File: src/rtl/cosim_pkg.sv
// Shared constants for the co-simulation wrapper: frame layout, opcodes,
// register offsets, reset values and the command processor states.
// Assumes nothing of its surroundings; the clock controller and the wrapper refer to it by name.
package cosim_pkg;

  // ----------------------------------------------------------------------
  // Host link frame
  // ----------------------------------------------------------------------
  localparam int          FRAME_BITS  = 40;
  localparam int          CNT_W       = 6;
  localparam logic [5:0]  FRAME_LEN   = 6'h28;
  localparam int          OP_LSB      = 38;
  localparam int          ADDR_LSB    = 32;
  localparam int          CMD_FIFO_DEPTH = 16;

  typedef enum logic [1:0] {
    OP_NOP   = 2'b00,
    OP_WRITE = 2'b01,
    OP_READ  = 2'b10,
    OP_RUN   = 2'b11
  } opcode_e;

  // ----------------------------------------------------------------------
  // Register bank reached by host commands
  // ----------------------------------------------------------------------
  localparam logic [5:0]  BANK_DATA_IN   = 6'h00;
  localparam logic [5:0]  BANK_DATA_OUT  = 6'h04;
  localparam logic [5:0]  BANK_CLK_CTRL  = 6'h08;
  localparam logic [5:0]  BANK_STATUS    = 6'h0C;
  localparam logic [31:0] RUN_INFINITE   = 32'hFFFF_FFFF;
  localparam logic [31:0] RUN_STOP       = 32'h0000_0000;

  // ----------------------------------------------------------------------
  // Local software registers on the Avalon-MM slave
  // ----------------------------------------------------------------------
  localparam logic [3:0]  AV_CONFIG      = 4'h0;
  localparam logic [3:0]  AV_STATUS      = 4'h4;
  localparam logic [3:0]  AV_REMAINING   = 4'h8;
  localparam logic [3:0]  AV_CMD_COUNT   = 4'hC;
  localparam int          CFG_FREE_EN    = 0;
  localparam int          CFG_OVR_CLR    = 1;
  localparam logic        CFG_FREE_RESET = 1'b0;

  typedef enum logic [2:0] {
    PS_IDLE  = 3'b000,
    PS_WRITE = 3'b001,
    PS_WRESP = 3'b010,
    PS_READ  = 3'b011,
    PS_RDATA = 3'b100,
    PS_REPLY = 3'b101
  } proc_e;

endpackage

File: src/rtl/cosim_fifo.sv
// Synchronous first-word-fall-through FIFO with valid/ready on both sides.
// Assumes one clock and an asynchronous active-low reset shared with its user.
`timescale 1ns/1ps
module cosim_fifo #(
  parameter int WIDTH = 32,
  parameter int DEPTH = 16
) (
  input  wire logic             core_clk,
  input  wire logic             resetn,
  input  wire logic [WIDTH-1:0] inData,
  input  wire logic             inValid,
  output logic                  inReady,
  output logic [WIDTH-1:0]      outData,
  output logic                  outValid,
  input  wire logic             outReady
);
  localparam int AW = (DEPTH > 1) ? $clog2(DEPTH) : 1;

  typedef struct packed {
    logic [DEPTH-1:0][WIDTH-1:0] mem;
    logic [AW-1:0]               wrPtr;
    logic [AW-1:0]               rdPtr;
    logic [AW:0]                 level;
  } fifo_s;

  fifo_s st_r;
  fifo_s st_nxt;
  logic  doPush;
  logic  doPop;

  assign inReady  = (st_r.level != (AW+1)'(DEPTH));
  assign outValid = (st_r.level != '0);
  assign outData  = st_r.mem[st_r.rdPtr];
  assign doPush   = inValid && inReady;
  assign doPop    = outValid && outReady;

  always_comb
  begin
    st_nxt = st_r;
    if (doPush)
    begin
      st_nxt.mem[st_r.wrPtr] = inData;
      st_nxt.wrPtr = (st_r.wrPtr == AW'(DEPTH-1)) ? '0 : st_r.wrPtr + 1'b1;
    end
    if (doPop)
    begin
      st_nxt.rdPtr = (st_r.rdPtr == AW'(DEPTH-1)) ? '0 : st_r.rdPtr + 1'b1;
    end
    if (doPush && !doPop)
    begin
      st_nxt.level = st_r.level + 1'b1;
    end
    else if (doPop && !doPush)
    begin
      st_nxt.level = st_r.level - 1'b1;
    end
  end

  always_ff @(posedge core_clk or negedge resetn)
  begin
    if (!resetn)
    begin
      st_r <= '0;
    end
    else
    begin
      st_r <= st_nxt;
    end
  end

endmodule

File: src/rtl/dut_clock_ctrl.sv
// Clock generator for the device under test: counted pulses, free run or stop.
// Assumes the caller holds stall while a pulse would starve or flood a FIFO.
`timescale 1ns/1ps
module dut_clock_ctrl #(
  parameter int PULSES_PER_STEP = 1
) (
  input  wire logic        core_clk,
  input  wire logic        resetn,
  input  wire logic        load,
  input  wire logic [31:0] count,
  input  wire logic        freeAllowed,
  input  wire logic        stall,
  output logic             dutClk,
  output logic             riseStrobe,
  output logic             fallStrobe,
  output logic             running,
  output logic             freeRun,
  output logic [31:0]      remaining
);
  typedef struct packed {
    logic        clk;
    logic        rise;
    logic        fall;
    logic        free;
    logic [31:0] left;
  } clk_s;

  clk_s st_r;
  clk_s st_nxt;

  assign dutClk     = st_r.clk;
  assign riseStrobe = st_r.rise;
  assign fallStrobe = st_r.fall;
  assign freeRun    = st_r.free;
  assign remaining  = st_r.left;
  assign running    = st_r.free || (st_r.left != '0) || st_r.clk;

  always_comb
  begin
    st_nxt      = st_r;
    st_nxt.rise = 1'b0;
    st_nxt.fall = 1'b0;
    // The clock is a flip-flop output whose high and low phases each last a
    // whole cycle, so a stop or an expiring count never clips a pulse.
    if (st_r.clk)
    begin
      st_nxt.clk  = 1'b0;
      st_nxt.fall = 1'b1;
    end
    else if ((st_r.free || st_r.left != '0) && !stall)
    begin
      st_nxt.clk  = 1'b1;
      st_nxt.rise = 1'b1;
      if (!st_r.free)
      begin
        st_nxt.left = st_r.left - 1'b1;
      end
    end
    if (load)
    begin
      if (count == cosim_pkg::RUN_STOP)
      begin
        st_nxt.free = 1'b0;
        st_nxt.left = '0;
      end
      else if (count == cosim_pkg::RUN_INFINITE)
      begin
        st_nxt.free = freeAllowed;
        st_nxt.left = '0;
      end
      else
      begin
        st_nxt.free = 1'b0;
        st_nxt.left = 32'(count * 32'(PULSES_PER_STEP));
      end
    end
  end

  always_ff @(posedge core_clk or negedge resetn)
  begin
    if (!resetn)
    begin
      st_r <= '0;
    end
    else
    begin
      st_r <= st_nxt;
    end
  end

endmodule

File: src/rtl/cosim_wrapper.sv
// Co-simulation wrapper: serial host link, command FIFO, command processor,
// internal AXI4-Lite register bank, DUT clock control and burst FIFOs.
// Assumes the host link pins come from another clock domain and that the DUT
// is clocked only by dutClk, which is made from core_clk here.
//
// How it works
// - Single-step runs give PULSES_PER_STEP clock pulses per host step.
// - Free-run mode keeps the DUT clock toggling without host activity.
// - In free run, port reads and writes act at once, unaligned.
// - Command frames arrive over the serial link; responses return on it.
// - Each command is decoded and executed on the register bank.
// - Write commands load the input register that drives the DUT input.
// - Read commands return the register holding the DUT output.
// - Run with count x issues exactly x times PULSES_PER_STEP pulses, then stops.
// - Run with all ones free-runs; run with zero stops the clock.
// - With burst built in, DUT ports go through FIFOs of depth n.
// - Host fills input FIFO; run consumes one sample per port sample time.
// - Burst run pushes output samples, held until the host drains them.
// - Clock mode is fixed before a run and cannot change during it.
//
// Decided for this implementation: the address map and the Avalon-MM interface to the registers.
`timescale 1ns/1ps
module cosim_wrapper #(
  parameter int DUT_IN_W        = 32,
  parameter int DUT_OUT_W       = 32,
  parameter bit BURST_MODE      = 1'b0,
  parameter int BURST_DEPTH     = 1024,
  parameter int PORT_RATE       = 1,
  parameter int PULSES_PER_STEP = 1,
  parameter bit FREE_RUN_OK     = 1'b1
) (
  input  wire logic                 core_clk,
  input  wire logic                 resetn,
  input  wire logic                 linkClk,
  input  wire logic                 linkSel,
  input  wire logic                 linkDin,
  output logic                      linkDout,
  input  wire logic [3:0]           avs_address,
  input  wire logic                 avs_read,
  input  wire logic                 avs_write,
  input  wire logic [31:0]          avs_writedata,
  output logic [31:0]               avs_readdata,
  output logic                      avs_waitrequest,
  output logic                      dutClk,
  output logic [DUT_IN_W-1:0]       dutIn,
  input  wire logic [DUT_OUT_W-1:0] dutOut,
  input  wire logic                 dutFlag
);
  localparam int FB = cosim_pkg::FRAME_BITS;

  // ----------------------------------------------------------------------
  // State
  // ----------------------------------------------------------------------
  typedef struct packed {
    logic [1:0]            clkSync;
    logic [1:0]            selSync;
    logic [1:0]            dinSync;
    logic [1:0]            flagSync;
    logic                  clkPrev;
    logic [FB-1:0]         rxShift;
    logic [5:0]            rxCount;
    logic [FB-1:0]         txShift;
    logic                  overrun;
    cosim_pkg::proc_e      state;
    logic [FB-1:0]         cmd;
    logic [31:0]           result;
    logic                  bValid;
    logic                  rValid;
    logic [31:0]           rData;
    logic [DUT_IN_W-1:0]   dutIn;
    logic                  freeEn;
    logic                  avAck;
    logic [31:0]           avData;
    logic [31:0]           cmdCount;
    logic [15:0]           rateCnt;
  } wrap_s;

  wrap_s st_r;
  wrap_s st_nxt;

  // Link edge detect, command FIFO and processor handshakes.
  logic                  linkRise;
  logic                  linkFall;
  logic                  frameDone;
  logic                  cmdInReady;
  logic                  cmdValid;
  logic [FB-1:0]         cmdData;
  logic                  cmdPop;
  // Internal AXI4-Lite bank channel.
  logic                  awValid;
  logic                  wValid;
  logic                  awReady;
  logic                  bReady;
  logic                  arValid;
  logic                  arReady;
  logic                  rReady;
  logic [5:0]            bankAddr;
  logic [31:0]           bankWdata;
  logic                  writeAccept;
  logic                  readAccept;
  // Clock controller and burst FIFOs.
  logic                  clkLoad;
  logic                  clkRise;
  logic                  clkFall;
  logic                  clkRunning;
  logic                  clkFree;
  logic [31:0]           clkLeft;
  logic                  stall;
  logic                  sampleEdge;
  logic                  inPush;
  logic                  inFifoReady;
  logic                  inFifoValid;
  logic [DUT_IN_W-1:0]   inFifoData;
  logic                  inPop;
  logic                  outPush;
  logic                  outFifoReady;
  logic                  outFifoValid;
  logic [DUT_OUT_W-1:0]  outFifoData;
  logic                  outPop;
  logic [7:0]            respFlags;

  // ----------------------------------------------------------------------
  // Host link framing
  // ----------------------------------------------------------------------
  // Only the second synchroniser stage and the stored previous level feed
  // the edge detector, so a metastable first stage never reaches logic.
  assign linkRise  = st_r.clkSync[1] && !st_r.clkPrev;
  assign linkFall  = !st_r.clkSync[1] && st_r.clkPrev;
  assign frameDone = linkRise && st_r.selSync[1] && (st_r.rxCount == cosim_pkg::FRAME_LEN);
  assign linkDout  = st_r.txShift[0];

  cosim_fifo #(
    .WIDTH (FB),
    .DEPTH (cosim_pkg::CMD_FIFO_DEPTH)
  ) u_cmd_fifo (
    .core_clk (core_clk),
    .resetn   (resetn),
    .inData   (st_r.rxShift),
    .inValid  (frameDone),
    .inReady  (cmdInReady),
    .outData  (cmdData),
    .outValid (cmdValid),
    .outReady (cmdPop)
  );

  // ----------------------------------------------------------------------
  // Command processor as AXI4-Lite master
  // ----------------------------------------------------------------------
  assign cmdPop    = (st_r.state == cosim_pkg::PS_IDLE) && cmdValid;
  assign bankAddr  = st_r.cmd[cosim_pkg::OP_LSB-1:cosim_pkg::ADDR_LSB];
  assign bankWdata = st_r.cmd[31:0];
  assign awValid   = (st_r.state == cosim_pkg::PS_WRITE);
  assign wValid    = awValid;
  assign bReady    = (st_r.state == cosim_pkg::PS_WRESP);
  assign arValid   = (st_r.state == cosim_pkg::PS_READ);
  assign rReady    = (st_r.state == cosim_pkg::PS_RDATA);
  // Write address and data are accepted together; one transfer in flight.
  assign awReady     = !st_r.bValid;
  assign arReady     = !st_r.rValid;
  assign writeAccept = awValid && wValid && awReady;
  assign readAccept  = arValid && arReady;

  // ----------------------------------------------------------------------
  // Register bank side effects
  // ----------------------------------------------------------------------
  assign clkLoad = writeAccept && (bankAddr == cosim_pkg::BANK_CLK_CTRL);
  assign inPush  = BURST_MODE && writeAccept && (bankAddr == cosim_pkg::BANK_DATA_IN);
  assign outPop  = BURST_MODE && readAccept && (bankAddr == cosim_pkg::BANK_DATA_OUT) && outFifoValid;
  assign sampleEdge = (st_r.rateCnt == 16'(PORT_RATE - 1));
  // A sample is consumed and produced on the falling half of a pulse, when the
  // DUT has already taken its input and its registered output has settled.
  assign inPop   = BURST_MODE && clkFall && sampleEdge;
  assign outPush = BURST_MODE && clkFall && sampleEdge;
  assign stall   = BURST_MODE && sampleEdge && (!inFifoValid || !outFifoReady);
  assign dutIn   = BURST_MODE ? inFifoData : st_r.dutIn;

  cosim_fifo #(
    .WIDTH (DUT_IN_W),
    .DEPTH (BURST_DEPTH)
  ) u_in_fifo (
    .core_clk (core_clk),
    .resetn   (resetn),
    .inData   (bankWdata[DUT_IN_W-1:0]),
    .inValid  (inPush),
    .inReady  (inFifoReady),
    .outData  (inFifoData),
    .outValid (inFifoValid),
    .outReady (inPop)
  );

  cosim_fifo #(
    .WIDTH (DUT_OUT_W),
    .DEPTH (BURST_DEPTH)
  ) u_out_fifo (
    .core_clk (core_clk),
    .resetn   (resetn),
    .inData   (dutOut),
    .inValid  (outPush),
    .inReady  (outFifoReady),
    .outData  (outFifoData),
    .outValid (outFifoValid),
    .outReady (outPop)
  );

  dut_clock_ctrl #(
    .PULSES_PER_STEP (PULSES_PER_STEP)
  ) u_clk_ctrl (
    .core_clk    (core_clk),
    .resetn      (resetn),
    .load        (clkLoad),
    .count       (bankWdata),
    .freeAllowed (st_r.freeEn),
    .stall       (stall),
    .dutClk      (dutClk),
    .riseStrobe  (clkRise),
    .fallStrobe  (clkFall),
    .running     (clkRunning),
    .freeRun     (clkFree),
    .remaining   (clkLeft)
  );

  assign respFlags = {st_r.overrun, st_r.flagSync[1], clkRunning, clkFree,
                      inFifoReady, outFifoValid, 2'b00};

  // ----------------------------------------------------------------------
  // Avalon-MM slave: one wait state, answer on the second edge
  // ----------------------------------------------------------------------
  assign avs_waitrequest = (avs_read || avs_write) && !st_r.avAck;
  assign avs_readdata    = st_r.avData;

  // ----------------------------------------------------------------------
  // Next state
  // ----------------------------------------------------------------------
  always_comb
  begin
    st_nxt          = st_r;
    st_nxt.clkSync  = {st_r.clkSync[0], linkClk};
    st_nxt.selSync  = {st_r.selSync[0], linkSel};
    st_nxt.dinSync  = {st_r.dinSync[0], linkDin};
    st_nxt.flagSync = {st_r.flagSync[0], dutFlag};
    st_nxt.clkPrev  = st_r.clkSync[1];

    // Receive: bits shift in while selected; a frame ends when the select
    // line is seen released on a link clock rise after at least 40 bits.
    if (linkRise)
    begin
      if (!st_r.selSync[1])
      begin
        st_nxt.rxShift = {st_r.dinSync[1], st_r.rxShift[FB-1:1]};
        if (st_r.rxCount != cosim_pkg::FRAME_LEN)
        begin
          st_nxt.rxCount = st_r.rxCount + 1'b1;
        end
      end
      else
      begin
        st_nxt.rxCount = '0;
      end
    end
    if (linkFall && !st_r.selSync[1])
    begin
      st_nxt.txShift = {1'b0, st_r.txShift[FB-1:1]};
    end

    // A frame arriving with the command FIFO full is dropped and flagged.
    // Setting wins over a simultaneous software clear.
    if (avs_write && st_r.avAck && avs_address == cosim_pkg::AV_CONFIG
        && avs_writedata[cosim_pkg::CFG_OVR_CLR])
    begin
      st_nxt.overrun = 1'b0;
    end
    if ((frameDone && !cmdInReady) || (inPush && !inFifoReady))
    begin
      st_nxt.overrun = 1'b1;
    end

    // Bank slave responses.
    if (writeAccept)
    begin
      st_nxt.bValid = 1'b1;
      if (!BURST_MODE && bankAddr == cosim_pkg::BANK_DATA_IN)
      begin
        st_nxt.dutIn = bankWdata[DUT_IN_W-1:0];
      end
    end
    else if (st_r.bValid && bReady)
    begin
      st_nxt.bValid = 1'b0;
    end
    if (readAccept)
    begin
      st_nxt.rValid = 1'b1;
      if (bankAddr == cosim_pkg::BANK_DATA_OUT)
      begin
        if (BURST_MODE)
        begin
          st_nxt.rData = outFifoValid ? 32'(outFifoData) : '0;
        end
        else
        begin
          st_nxt.rData = 32'(dutOut);
        end
      end
      else if (bankAddr == cosim_pkg::BANK_CLK_CTRL)
      begin
        st_nxt.rData = clkLeft;
      end
      else if (bankAddr == cosim_pkg::BANK_STATUS)
      begin
        st_nxt.rData = {24'h00_0000, respFlags};
      end
      else if (bankAddr == cosim_pkg::BANK_DATA_IN)
      begin
        st_nxt.rData = BURST_MODE ? 32'(inFifoData) : 32'(st_r.dutIn);
      end
      else
      begin
        st_nxt.rData = '0;
      end
    end
    else if (st_r.rValid && rReady)
    begin
      st_nxt.rValid = 1'b0;
    end

    // Command processor: one command at a time, each access completes
    // through its response channel before the next command is popped.
    case (st_r.state)
      cosim_pkg::PS_IDLE:
      begin
        if (cmdValid)
        begin
          st_nxt.cmd      = cmdData;
          st_nxt.result   = '0;
          st_nxt.cmdCount = st_r.cmdCount + 1'b1;
          case (cosim_pkg::opcode_e'(cmdData[FB-1:cosim_pkg::OP_LSB]))
            cosim_pkg::OP_WRITE: st_nxt.state = cosim_pkg::PS_WRITE;
            cosim_pkg::OP_READ:  st_nxt.state = cosim_pkg::PS_READ;
            cosim_pkg::OP_RUN:
            begin
              st_nxt.cmd[cosim_pkg::OP_LSB-1:cosim_pkg::ADDR_LSB] = cosim_pkg::BANK_CLK_CTRL;
              st_nxt.state = cosim_pkg::PS_WRITE;
            end
            default:             st_nxt.state = cosim_pkg::PS_REPLY;
          endcase
        end
      end
      cosim_pkg::PS_WRITE:
      begin
        if (writeAccept)
        begin
          st_nxt.state = cosim_pkg::PS_WRESP;
        end
      end
      cosim_pkg::PS_WRESP:
      begin
        if (st_r.bValid)
        begin
          st_nxt.state = cosim_pkg::PS_REPLY;
        end
      end
      cosim_pkg::PS_READ:
      begin
        if (readAccept)
        begin
          st_nxt.state = cosim_pkg::PS_RDATA;
        end
      end
      cosim_pkg::PS_RDATA:
      begin
        if (st_r.rValid)
        begin
          st_nxt.result = st_r.rData;
          st_nxt.state  = cosim_pkg::PS_REPLY;
        end
      end
      cosim_pkg::PS_REPLY:
      begin
        // The response is shifted out during the host's next frame.
        st_nxt.txShift = {respFlags, st_r.result};
        st_nxt.state   = cosim_pkg::PS_IDLE;
      end
      default:
      begin
        st_nxt.state = cosim_pkg::PS_IDLE;
      end
    endcase

    // Port sample time divider for burst runs.
    if (clkFall)
    begin
      st_nxt.rateCnt = sampleEdge ? '0 : st_r.rateCnt + 1'b1;
    end
    if (clkLoad)
    begin
      st_nxt.rateCnt = '0;
    end

    // Avalon slave. The mode bit is frozen while the DUT clock runs.
    st_nxt.avAck = (avs_read || avs_write) && !st_r.avAck;
    if (avs_read && !st_r.avAck)
    begin
      if (avs_address == cosim_pkg::AV_CONFIG)
      begin
        st_nxt.avData = {31'h0000_0000, st_r.freeEn};
      end
      else if (avs_address == cosim_pkg::AV_STATUS)
      begin
        st_nxt.avData = {24'h00_0000, respFlags[7:2],
                         (st_r.state != cosim_pkg::PS_IDLE), cmdValid};
      end
      else if (avs_address == cosim_pkg::AV_REMAINING)
      begin
        st_nxt.avData = clkLeft;
      end
      else if (avs_address == cosim_pkg::AV_CMD_COUNT)
      begin
        st_nxt.avData = st_r.cmdCount;
      end
      else
      begin
        st_nxt.avData = '0;
      end
    end
    if (avs_write && st_r.avAck && avs_address == cosim_pkg::AV_CONFIG && !clkRunning)
    begin
      st_nxt.freeEn = avs_writedata[cosim_pkg::CFG_FREE_EN] && FREE_RUN_OK;
    end
  end

  // ----------------------------------------------------------------------
  // State register
  // ----------------------------------------------------------------------
  always_ff @(posedge core_clk or negedge resetn)
  begin
    if (!resetn)
    begin
      st_r        <= '0;
      st_r.state  <= cosim_pkg::PS_IDLE;
      st_r.freeEn <= cosim_pkg::CFG_FREE_RESET;
    end
    else
    begin
      st_r <= st_nxt;
    end
  end

endmodule

File: config.mk
export PLATFORM = sky130hd
export DESIGN_NAME = cosim_wrapper
export DESIGN_NICKNAME = d
export VERILOG_FILES = /design/src/rtl/cosim_pkg.sv /design/src/rtl/cosim_fifo.sv /design/src/rtl/dut_clock_ctrl.sv /design/src/rtl/cosim_wrapper.sv
export SDC_FILE = /design/constraint.sdc
export NUM_CORES = 1
export LEC_CHECK = 0
export BUFFER_PORTS_ARGS = -buffer_cell sky130_fd_sc_hd__buf_2
export CORE_MARGIN = 4
export CORE_UTILIZATION = 29
export CTS_BUF_LIST = sky130_fd_sc_hd__clkbuf_4
export CTS_CLUSTER_SIZE = 10
export DETAILED_ROUTE_END_ITERATION = 8
export PLACE_DENSITY = 0.46
export SKIP_LAST_GASP = 1
export SYNTH_ARGS = -nofsm -noshare
export SYNTH_HDL_FRONTEND = slang
export SYNTH_SLANG_ARGS = --single-unit
export TNS_END_PERCENT = 20
File: constraint.sdc
create_clock -name core_clk -period 3 [get_ports core_clk]
set_input_delay 0.15 -clock core_clk [delete_from_list [all_inputs] [get_ports core_clk]]
set_output_delay 0.15 -clock core_clk [all_outputs]
set_load 0.03 [all_outputs]
Word-level counts from Yosys, hierarchy flattened

Index checks and enable logic that the tools add are counted.

Register bits: 990
Input bits: 76
Output and inout port bits: 67
Logic and storage cells: 184

$add $sub $neg: 7
$lt $le $gt $ge: 3
Eq/ne operators: 27
Muxes and demuxes: 45
Bitwise logic cells: 1
Reductions and logical operators: 59

Operators by type and width:

| cell                                                        | count |
|---|---|
| bitwise mux 640 bit                                         | 1 |
| two-way mux 32 bit                                          | 13 |
| binary-select mux 40 bit (select 4 bit)                     | 1 |
| demux 40 bit (select 4 bit)                                 | 1 |
| two-way mux 40 bit                                          | 4 |
| two-way mux 75 bit                                          | 1 |
| two-way mux 33 bit                                          | 2 |
| one-hot mux 32 bit (2 select lines)                         | 1 |
| adder 32 x 1 -> 32 bit (second input constant)              | 1 |
| equality test 32 bit (second input constant)                | 1 |
| logical NOT 32 bit                                          | 1 |
| nonzero test 32 bit                                         | 1 |
| subtractor 32 x 1 -> 32 bit (second input constant)         | 1 |
| logical AND 1 bit                                           | 23 |
| two-way mux 6 bit                                           | 3 |
| equality test 4 bit (second input constant)                 | 4 |
| nonzero test 2 bit                                          | 8 |
| one-hot mux 3 bit (5 select lines)                          | 1 |
| equality test 6 x 4 -> 1 bit (second input constant)        | 2 |
| two-way mux 3 bit                                           | 4 |
| logical NOT 1 bit                                           | 10 |
| less-than comparator 4 x 5 -> 1 bit (second input constant) | 2 |
| two-way mux 5 bit                                           | 2 |
| inequality test 2 bit (second input constant)               | 5 |
| 31 further kinds                                            | 49 |

Logic depth before layout (Yosys ltp)

Gate-level depths: netlist of the first run.

Word-level depth: 9
Mapped depth: 15
Mapped depth without buffers: 14

By module

From an unflattened synthesis of the first run, not the netlist that was laid out.

Cell total of the unflattened synthesis: 190668
Area total of the unflattened synthesis: 3006503.5 µm²

Modules (own cells, without submodules):

| module                  | times used | cells each | area an instance (µm²) | sequential area each (µm²) |
|---|---|---|---|---|
| cosim_fifo (u_in_fifo)  | 1          | 93932      | 1482558.1              | 820762.2 |
| cosim_fifo (u_out_fifo) | 1          | 93231      | 1477417.0              | 820762.2 |
| cosim_fifo (u_cmd_fifo) | 1          | 1947       | 30606.9                | 16340.7 |
| cosim_wrapper           | 1          | 1272       | 13501.7                | 7532.2 |
| dut_clock_ctrl          | 1          | 286        | 2419.8                 | 875.8 |

Worst setup path before layout of the first run

No wires, ideal clock.

Kind: reg-to-reg
Start point: register u_cmd_fifo.st_r[0] (netlist bit)
End point: register u_cmd_fifo.st_r[4] (netlist bit)
Library setup time: 125 ps
Arrival time: 3220 ps
Required time: 2875 ps
Path slack: -345 ps
Cell stages (with the launch flop): 16
Path buffers: 3
Path through: dfrtp_1 -> nor4_1 -> nand2b_1 -> and2_1 -> buf_2 -> inv_2 -> buf_2 -> buf_1 -> ha_1 -> inv_1 -> fa_1 -> a21o_1 -> a21oi_1 -> xnor2_1 -> nor2_1 -> xor2_1

Longest elaborated chain between the ends: 6

Ends and longest elaborated chain:

| element                                                           | line             | source |
|---|---|---|
| start: declaration                                                | cosim_fifo.sv:26 | `fifo_s st_r;` |
| start signal: assignment                                          | cosim_fifo.sv:67 | `st_r <= st_nxt;` |
| branches (longest 6 deep; another with subtractor 5 x 1 -> 5 bit) | --               |  |

Parallel ways; which one is timed is not known. The select of a mux whose other input is x is not followed.
A chain may end at the register's enable or synchronous reset.

Final worst setup path of the first run

Start point: input avs_address[3]
End point: register st_r (netlist bit respFlags[7])

Longest elaborated chain between the ends: 4

Ends and longest elaborated chain:

| element                             | line                 | source |
|---|---|---|
| start: declaration                  | cosim_wrapper.sv:38  | `input wire logic [3:0] avs_address,` |
| logical NOT 4 bit                   | cosim_wrapper.sv:267 | `if (avs_write && st_r.avAck && avs_address == cosim_pkg::AV_CONFIG` |
| logical AND 1 bit                   | cosim_wrapper.sv:267 |  |
| logical AND 1 bit                   | cosim_wrapper.sv:268 | `&& avs_writedata[cosim_pkg::CFG_OVR_CLR])` |
| nonzero test 2 bit (no source line) | --                   |  |
| end signal: assignment              | cosim_wrapper.sv:444 | `st_r <= st_nxt;` |
| end: declaration                    | cosim_wrapper.sv:78  | `wrap_s st_r;` |

Every way passes these cells.

==> results of run 1 <==
## synthesized netlist by cell type (all sizes together) (5+ instances only)
cell type and number:
dfrtp 988, mux2 722, nand2 341, mux4 196
buf 177, o21ai 173, clkbuf 139, mux2i 70
nor2 70, a21oi 51, nand3 47, a22oi 31
nor4 31, xnor2 31, nand4 26, nor3 20
xor2 17, ha 14, inv 14, nor2b 14
a22o 10, and3 10, nand2b 9, or4 9
a21o 6, and2 6, or3 6, a211oi 5
a221oi 5, o21a 5
## registers in the layout (all words and copies together) (netlist names), 5 cells and up
signal / count
avs_readdata: 32
bankAddr: 6
bankWdata: 32
dutIn: 32
st_nxt: 5
st_r: 191
u_clk_ctrl.remaining: 32
u_cmd_fifo.st_r: 653
## metrics by stage
step | worst slack [ps] | hold WS (ps) | cell area, µm²
after floorplan | 17.0 | -146 | 44800
after global placement | 146 | 209 | 48400
after detailed placement | 234 | 201 | 48400
after CTS | 189 | 3.55 | 52700
after global routing | 3.26 | 100 | 52700
final | 43.1 | 188 | 52700
## what timing repair did
| item | in CTS | in global routing |
|---|---|---|
| endpoints found under the setup margin | 0 | 1 |
| hold buffers | 98 | 0 |
| hold endpoints to repair | 1059 | 0 |
## layer usage
layer	track usage	up-vias
met1	0.226	15100
met5	0	-
met3	0.0322	254
met2	0.249	703
li1	-	12800
met4	0.0556	0
## where the power goes
group          switching (mW)  internal (mW)
Clock                    5.69           6.31
Combinational            3.96           2.65
Sequential               1.15           14.2
Total                    10.8           23.1
## logic make-up (layout without fill, tap and decap cells)
| kind of cell | after synthesis | after routing | share of synthesized area |
|---|---|---|---|
| AO/OA/AOI/OAI | 321 | 321 | 0.0427 |
| XOR/XNOR | 48 | 48 | 0.00939 |
| adder cells (fa/ha/maj) | 15 | 15 | 0.00436 |
| buffers and inverters | 330 | 838 | 0.0342 |
| flip-flops | 988 | 988 | 0.552 |
| multiplexers | 988 | 988 | 0.296 |
| other | 0 | 6 | 0 |
| AND/OR/NAND/NOR | 604 | 604 | 0.0616 |
## worst max-delay path, stage by stage
cell	delay, ps
dlygate4sd3_1	540
dlygate4sd3_1	570
buf_2	200
dlygate4sd3_1	680
nor3_1	330
nand2_1	160
dlygate4sd3_1	650
nand2_1	90
dlygate4sd3_1	550
o21ai_0	80
## cell type report
class                      count  area share
sequential                   988       0.469
antenna                        6    0.000285
timing repair buffer         366      0.0624
multi-input combinational   1976       0.356
inverter                      14     0.00102
clock buffer                 419      0.0597
clock inverter                39     0.00278
tap                         2030      0.0482
## final timing paths
| path | startpoint | to | slack [ps] | depth (start not counted) |
|---|---|---|---|---|
| max | avs_address[3] | respFlags[7] | 40 | 10 |
| min | avs_address[2] | avs_readdata[5] | 190 | 5 |
| max reg2reg | st_r[264] | u_cmd_fifo.st_r[4] | 230 | 14 |
| min reg2reg | st_nxt[314] | st_r[314] | 350 | 0 |
| max in group asynchronous | resetn | u_cmd_fifo.st_r[84] | 1700 | 6 |
| min in group asynchronous | resetn | st_r[24] | 260 | 4 |
==> impl_metrics.py, run 1 <==
metrics = {
    "cells_and_area": {
        "final_util": 0.345,
        "fill_cell_total_of_the_finished_layout": 15200,
        "fin_nets": 3734,
        "layout_common_cells": "dfrtp_1, mux2_2, clkbuf_4, nand2_1, mux4_2",
        "area_delta_synth_final_pct": 17.7,
        "register_area_um2": 24700,
        "multi_input_comb_area_um2": 18800,
        "layout-drive-gt1-share": 0.427,
        "final_cell_count_no_fill": 5838,
        "layout_commonest_cell": "dfrtp_1",
    },
    "logic_synthesis": {
        "synthesis.nets": 3385,
        "number_of_enable_flip_flop_cells_after_synthesis": 0,
        "syn_area_um2": 44800,
        "yosysWarnings": 0,
        "yosysUniqueCellTypes": 70,
        "seq_area_frac_synth": 0.552,
        "synth_area_leader_cell": "dfrtp_1",
        "netlist_instances": 3294,
        "synth_top_area_share": 0.552,
        "leading_cell_types_by_total_area_after_synthesis": "dfrtp_1, mux2_2, mux4_2",
        "syn_area_per_cell_um2": 13.6,
        "synth-seq-cells": 988,
        "synth-async-reset-ratio": 1.00,
        "top_reg_cell_synth": "dfrtp_1",
    },
    "floorplan": {
        "fp.dieH_um": 401,
        "core-area_um2": 153000,
        "row_count": 143,
        "die_width_um": 401,
        "floorplan.initialDensity": 0.293,
        "die_ar_um2": 161000,
        "number_of_primary_i_o_pins": 143,
    },
    "grt": {
        "global_route.usage.total": 0.161,
        "grt_pass1_wl_um": 199000,
        "gr-total-overflow": 0,
        "grt_pass1_vias": 30700,
        "initial_antenna_violation_count": 6,
        "grt_max_degree": 102,
    },
    "routing": {
        "wl_met1_um": 61400,
        "dr.max_layer_used": "met4",
        "vias": 28800,
        "route.detailed.drc": 0,
        "routed-wl-met2_um": 59300,
        "antenna_violating_nets_post_route": 0,
        "route.detailed.vias_per_inst": 4.93,
        "initialDrtViolationCount": 1699,
        "wl_final_um": 130000,
        "drt_pre_antenna_iters": 5,
        "drt-wirelength-per-cell_um": 22.2,
        "wl_met3_um": 5640,
    },
    "power": {
        "power_mw": 33.9,
        "peakVddDrop_v": 0.000572,
        "leakagePower_nw": 25.1,
        "p_per_area_nw_per_um2": 644,
    },
    "timing": {
        "setup_total_negative_slack_ps": 0,
        "max_freq_mhz": 338,
        "fin_crit_ps": 2960,
        "setup_viol": 0,
        "hold_viol_final": 0,
        "post-route-period-util": 0.986,
        "timing_worst_slew_pin_value_ps": 910,
        "slew_headroom": 0.391,
        "clock-skew-final_ps": 106,
        "finalMaxSlewViolations": 0,
        "grt_setup_unrepaired": "false",
    },
    "clocking": {
        "clock-root-buffer": "clkbuf_4",
        "tritoncts_num_sinks": 988,
        "tritoncts": "built",
        "clk_latency_ps": 1190,
        "clkSlewWorstSetupHoldPaths_ps": 70,
        "cts_max_level": 5,
        "cts_made_buffers": 297,
        "cts_buffer_depth": 4,
        "cts_resized": 0,
        "postCtsSetupRepairBufs": 0,
    },
    "run_status": {
        "status": "complete, no violations",
    },
    "placement": {
        "port_buffers": 112,
        "dpl.hpwl_um": 77500,
        "place_congestion": 0.790,
        "dp_cells": 5276,
    },
    "critical_path": {
        "worst_ep_arrival_time_ps": 4010,
        "worst_setup_path_end_kind": "flip-flop",
        "required_ps": 4050,
        "startpoint_type": "input port",
        "crit_path_max_fanout": 7,
        "criticalPathCategory": "in2reg",
    },
    "min_path": {
        "hp-class": "in2reg",
    },
    "flow_run": {
        "drv.max_cap_violation_count": 0,
    },
}
(Power assumes the default switching activity.)
==> run 2, diff against run 1 <==
--- a/config.mk
+++ b/config.mk
@@ -5,6 +5,7 @@
 export SDC_FILE = /design/constraint.sdc
 export NUM_CORES = 1
 export LEC_CHECK = 0
+export ABC_AREA = 1
 export BUFFER_PORTS_ARGS = -buffer_cell sky130_fd_sc_hd__buf_2
 export CORE_MARGIN = 4
 export CORE_UTILIZATION = 29
==> impl_metrics.py, run 2 <==
metrics = {
    "clocking": {
        "clkSlewWorstSetupHoldPaths_ps": 60,
        "cts_made_buffers": 296,
        "tritoncts": "built",
        "clk_latency_ps": 1180,
        "cts_buffer_depth": 4,
        "cts_max_level": 5,
        "clock-root-buffer": "clkbuf_4",
        "tritoncts_num_sinks": 988,
    },
    "logic_synthesis": {
        "synth_top_area_share": 0.546,
        "netlist_instances": 5405,
        "synthTopCellsByCount": "nand2_1, dfrtp_1, o21ai_0, nor2_1, inv_1",
        "synth-seq-cells": 988,
        "synth-async-reset-ratio": 1.00,
        "seq_area_frac_synth": 0.546,
        "synthesis.nets": 5496,
        "number_of_enable_flip_flop_cells_after_synthesis": 0,
        "leading_cell_types_by_total_area_after_synthesis": "dfrtp_1, nand2_1, o21ai_0",
        "yosysWarnings": 0,
        "top_reg_cell_synth": "dfrtp_1",
        "syn_area_um2": 45300,
        "syn_area_per_cell_um2": 8.38,
        "synth_area_leader_cell": "dfrtp_1",
        "synth.most_common_cell": "nand2_1",
        "yosysUniqueCellTypes": 48,
    },
    "routing": {
        "initialDrtViolationCount": 3148,
        "drt_pre_antenna_iters": 8,
        "drt-wirelength-per-cell_um": 19.8,
        "route.detailed.drc": 0,
        "antenna_violating_nets_post_route": 0,
        "vias": 38500,
        "route.detailed.vias_per_inst": 4.91,
        "wl_final_um": 156000,
    },
    "placement": {
        "place_congestion": 0.848,
        "dpl.hpwl_um": 93300,
        "port_buffers": 112,
        "dpl-instance-area_um2": 47700,
    },
    "cells_and_area": {
        "design_area_um2": 52300,
        "fill_cell_total_of_the_finished_layout": 16500,
        "register_area_um2": 24700,
        "max_flop_register": "u_cmd_fifo.st_r",
        "fin_nets": 5702,
        "layout_common_cells": "nand2_1, dfrtp_1, o21ai_0, clkbuf_4, nor2_1",
        "layout-drive-gt1-share": 0.129,
        "area_delta_synth_final_pct": 15.4,
        "top_regs": "u_cmd_fifo.st_r: 653 flops, st_r: 191 flops",
        "max_ffs_per_register": 653,
        "multi_input_comb_area_um2": 17300,
        "layout_commonest_cell": "nand2_1",
    },
    "critical_path": {
        "critical_path.slowest_cell": "dlygate4sd3_1",
        "startpoint_type": "input port",
        "required_ps": 4060,
        "slowest_delay_ps": 610,
        "timing.critical_path.cells": "dlygate4sd3_1 > buf_2 > dlygate4sd3_1 > nor2_1 > dlygate4sd3_1 > nand3_1 > dlygate4sd3_1 > inv_1 > dlygate4sd3_1 > nand2_1 > a31oi_1 > dlygate4sd3_1",
        "criticalPathCategory": "in2reg",
        "worst_ep_arrival_time_ps": 4100,
        "worst_setup_path_end_kind": "flip-flop",
        "crit_path_max_fanout": 3,
        "crit_path_frequent_cell": "dlygate4sd3_1",
    },
    "power": {
        "p_per_area_nw_per_um2": 570,
        "leakagePower_nw": 23.9,
        "power_mw": 29.8,
        "peakVddDrop_v": 0.000467,
    },
    "floorplan": {
        "row_count": 144,
        "die_ar_um2": 163000,
        "core-area_um2": 155000,
        "die_width_um": 403,
        "number_of_primary_i_o_pins": 143,
        "fp.dieH_um": 403,
        "floorplan.initialDensity": 0.293,
    },
    "min_path": {
        "hp-class": "in2reg",
    },
    "run_status": {
        "status": "finished with violations",
        "failed_checks": "negative setup slack",
    },
    "grt": {
        "global_route.usage.total": 0.190,
        "grt_pass1_vias": 38300,
        "gr-total-overflow": 0,
        "initial_antenna_violation_count": 5,
        "grt_pass1_wl_um": 240000,
        "grt_max_degree": 105,
    },
    "timing": {
        "setup_viol": 1,
        "slew_headroom": 0.405,
        "hold_ws_ps": 202,
        "grt_setup_unrepaired": "true",
        "finalMaxSlewViolations": 0,
        "max_freq_mhz": 328,
        "hold_viol_final": 0,
        "post-route-period-util": 1.01,
        "clock-skew-final_ps": 70.5,
        "fin_crit_ps": 3040,
        "timing_worst_slew_pin_value_ps": 892,
        "final_critical_path_setup_slack_ps": -44.5,
    },
    "flow_run": {
        "drv.max_cap_violation_count": 0,
    },
}
==> run 2: cell count changes in the layout (fill, tap and decap cells not counted), sizes merged, moves of 196 or more <==
cell   before   now
nand2     341  1430
o21ai     173  1089
mux2      722     0
nor2       70   437
inv        19   316
mux4      196     0
==> run 2: layout make-up <==
cell class / instances / area share
Tap cell: 2044 / 0.0489
Clock buffer: 433 / 0.0622
Clock inverter: 46 / 0.00393
Multi-Input combinational cell: 3665 / 0.330
Sequential cell: 988 / 0.473
Timing Repair Buffer: 348 / 0.0586
Inverter: 312 / 0.0227
Antenna cell: 3 / 0.000144
==> run 2: metal layers <==
layer / share of wire / global-route usage / vias up
li1: - / - / 18400
met1: 0.46 / 0.257 / 18800
met2: 0.47 / 0.313 / 1084
met3: 0.053 / 0.0346 / 215
met4: 0.019 / 0.0510 / 0
met5: 0 / 0 / -
==> run 2: logic make-up after synthesis <==
| kind of cell | Yosys count | synth area share |
|---|---|---|
| buf+inv | 752 | 0.0751 |
| simple gates | 2112 | 0.187 |
| fa+ha+maj | 15 | 0.00431 |
| flops | 988 | 0.546 |
| xor+xnor | 48 | 0.00928 |
| compound gates | 1490 | 0.178 |
==> run 2: where the power goes <==
group | internal, mW | switching [mW]
combinational | 1.08 | 2.57
clock | 6.61 | 5.85
sequential | 13.5 | 0.169
total | 21.2 | 8.59
==> run 2: path summary, 6_finish.rpt <==
path / startpoint / end / slack (ps) / cells past startpoint
max in group asynchronous: resetn / u_cmd_fifo.st_r[190] / 1720 / 6
setup reg to reg: u_clk_ctrl.remaining[15] / st_r[81] / 350 / 9
min in group asynchronous: resetn / u_cmd_fifo.st_r[171] / 330 / 4
hold reg to reg: st_nxt[318] / st_nxt[310] / 350 / 0
setup / recovery: avs_address[0] / avs_readdata[0] / -40 / 12
hold / removal: dutFlag / st_nxt[312] / 200 / 3
==> run 2: what timing repair did <==
action	CTS	global route
hold buffers	101	0
setup buffers	0	1
gates resized for setup	0	1
hold endpoints to repair	1059	0
setup endpoints to repair	0	2
==> run 2: metrics by stage <==
stage	std cells	util	TNS [ps]	setup slack, ps
floorplan	5405	-	0	492
global placement	7255	0.309	0	279
detailed placement	7255	0.309	0	308
CTS	7835	0.338	0	190
global route	7838	0.338	-27.1	-27.1
finish	7839	0.338	-44.5	-44.5
==> run 2: worst max-delay path: cells and delay by family <==
kind	cells	cell delay [ps]
buffers and inverters	8	3590
AO/OA/AOI/OAI	1	140
AND/OR/NAND/NOR	3	220
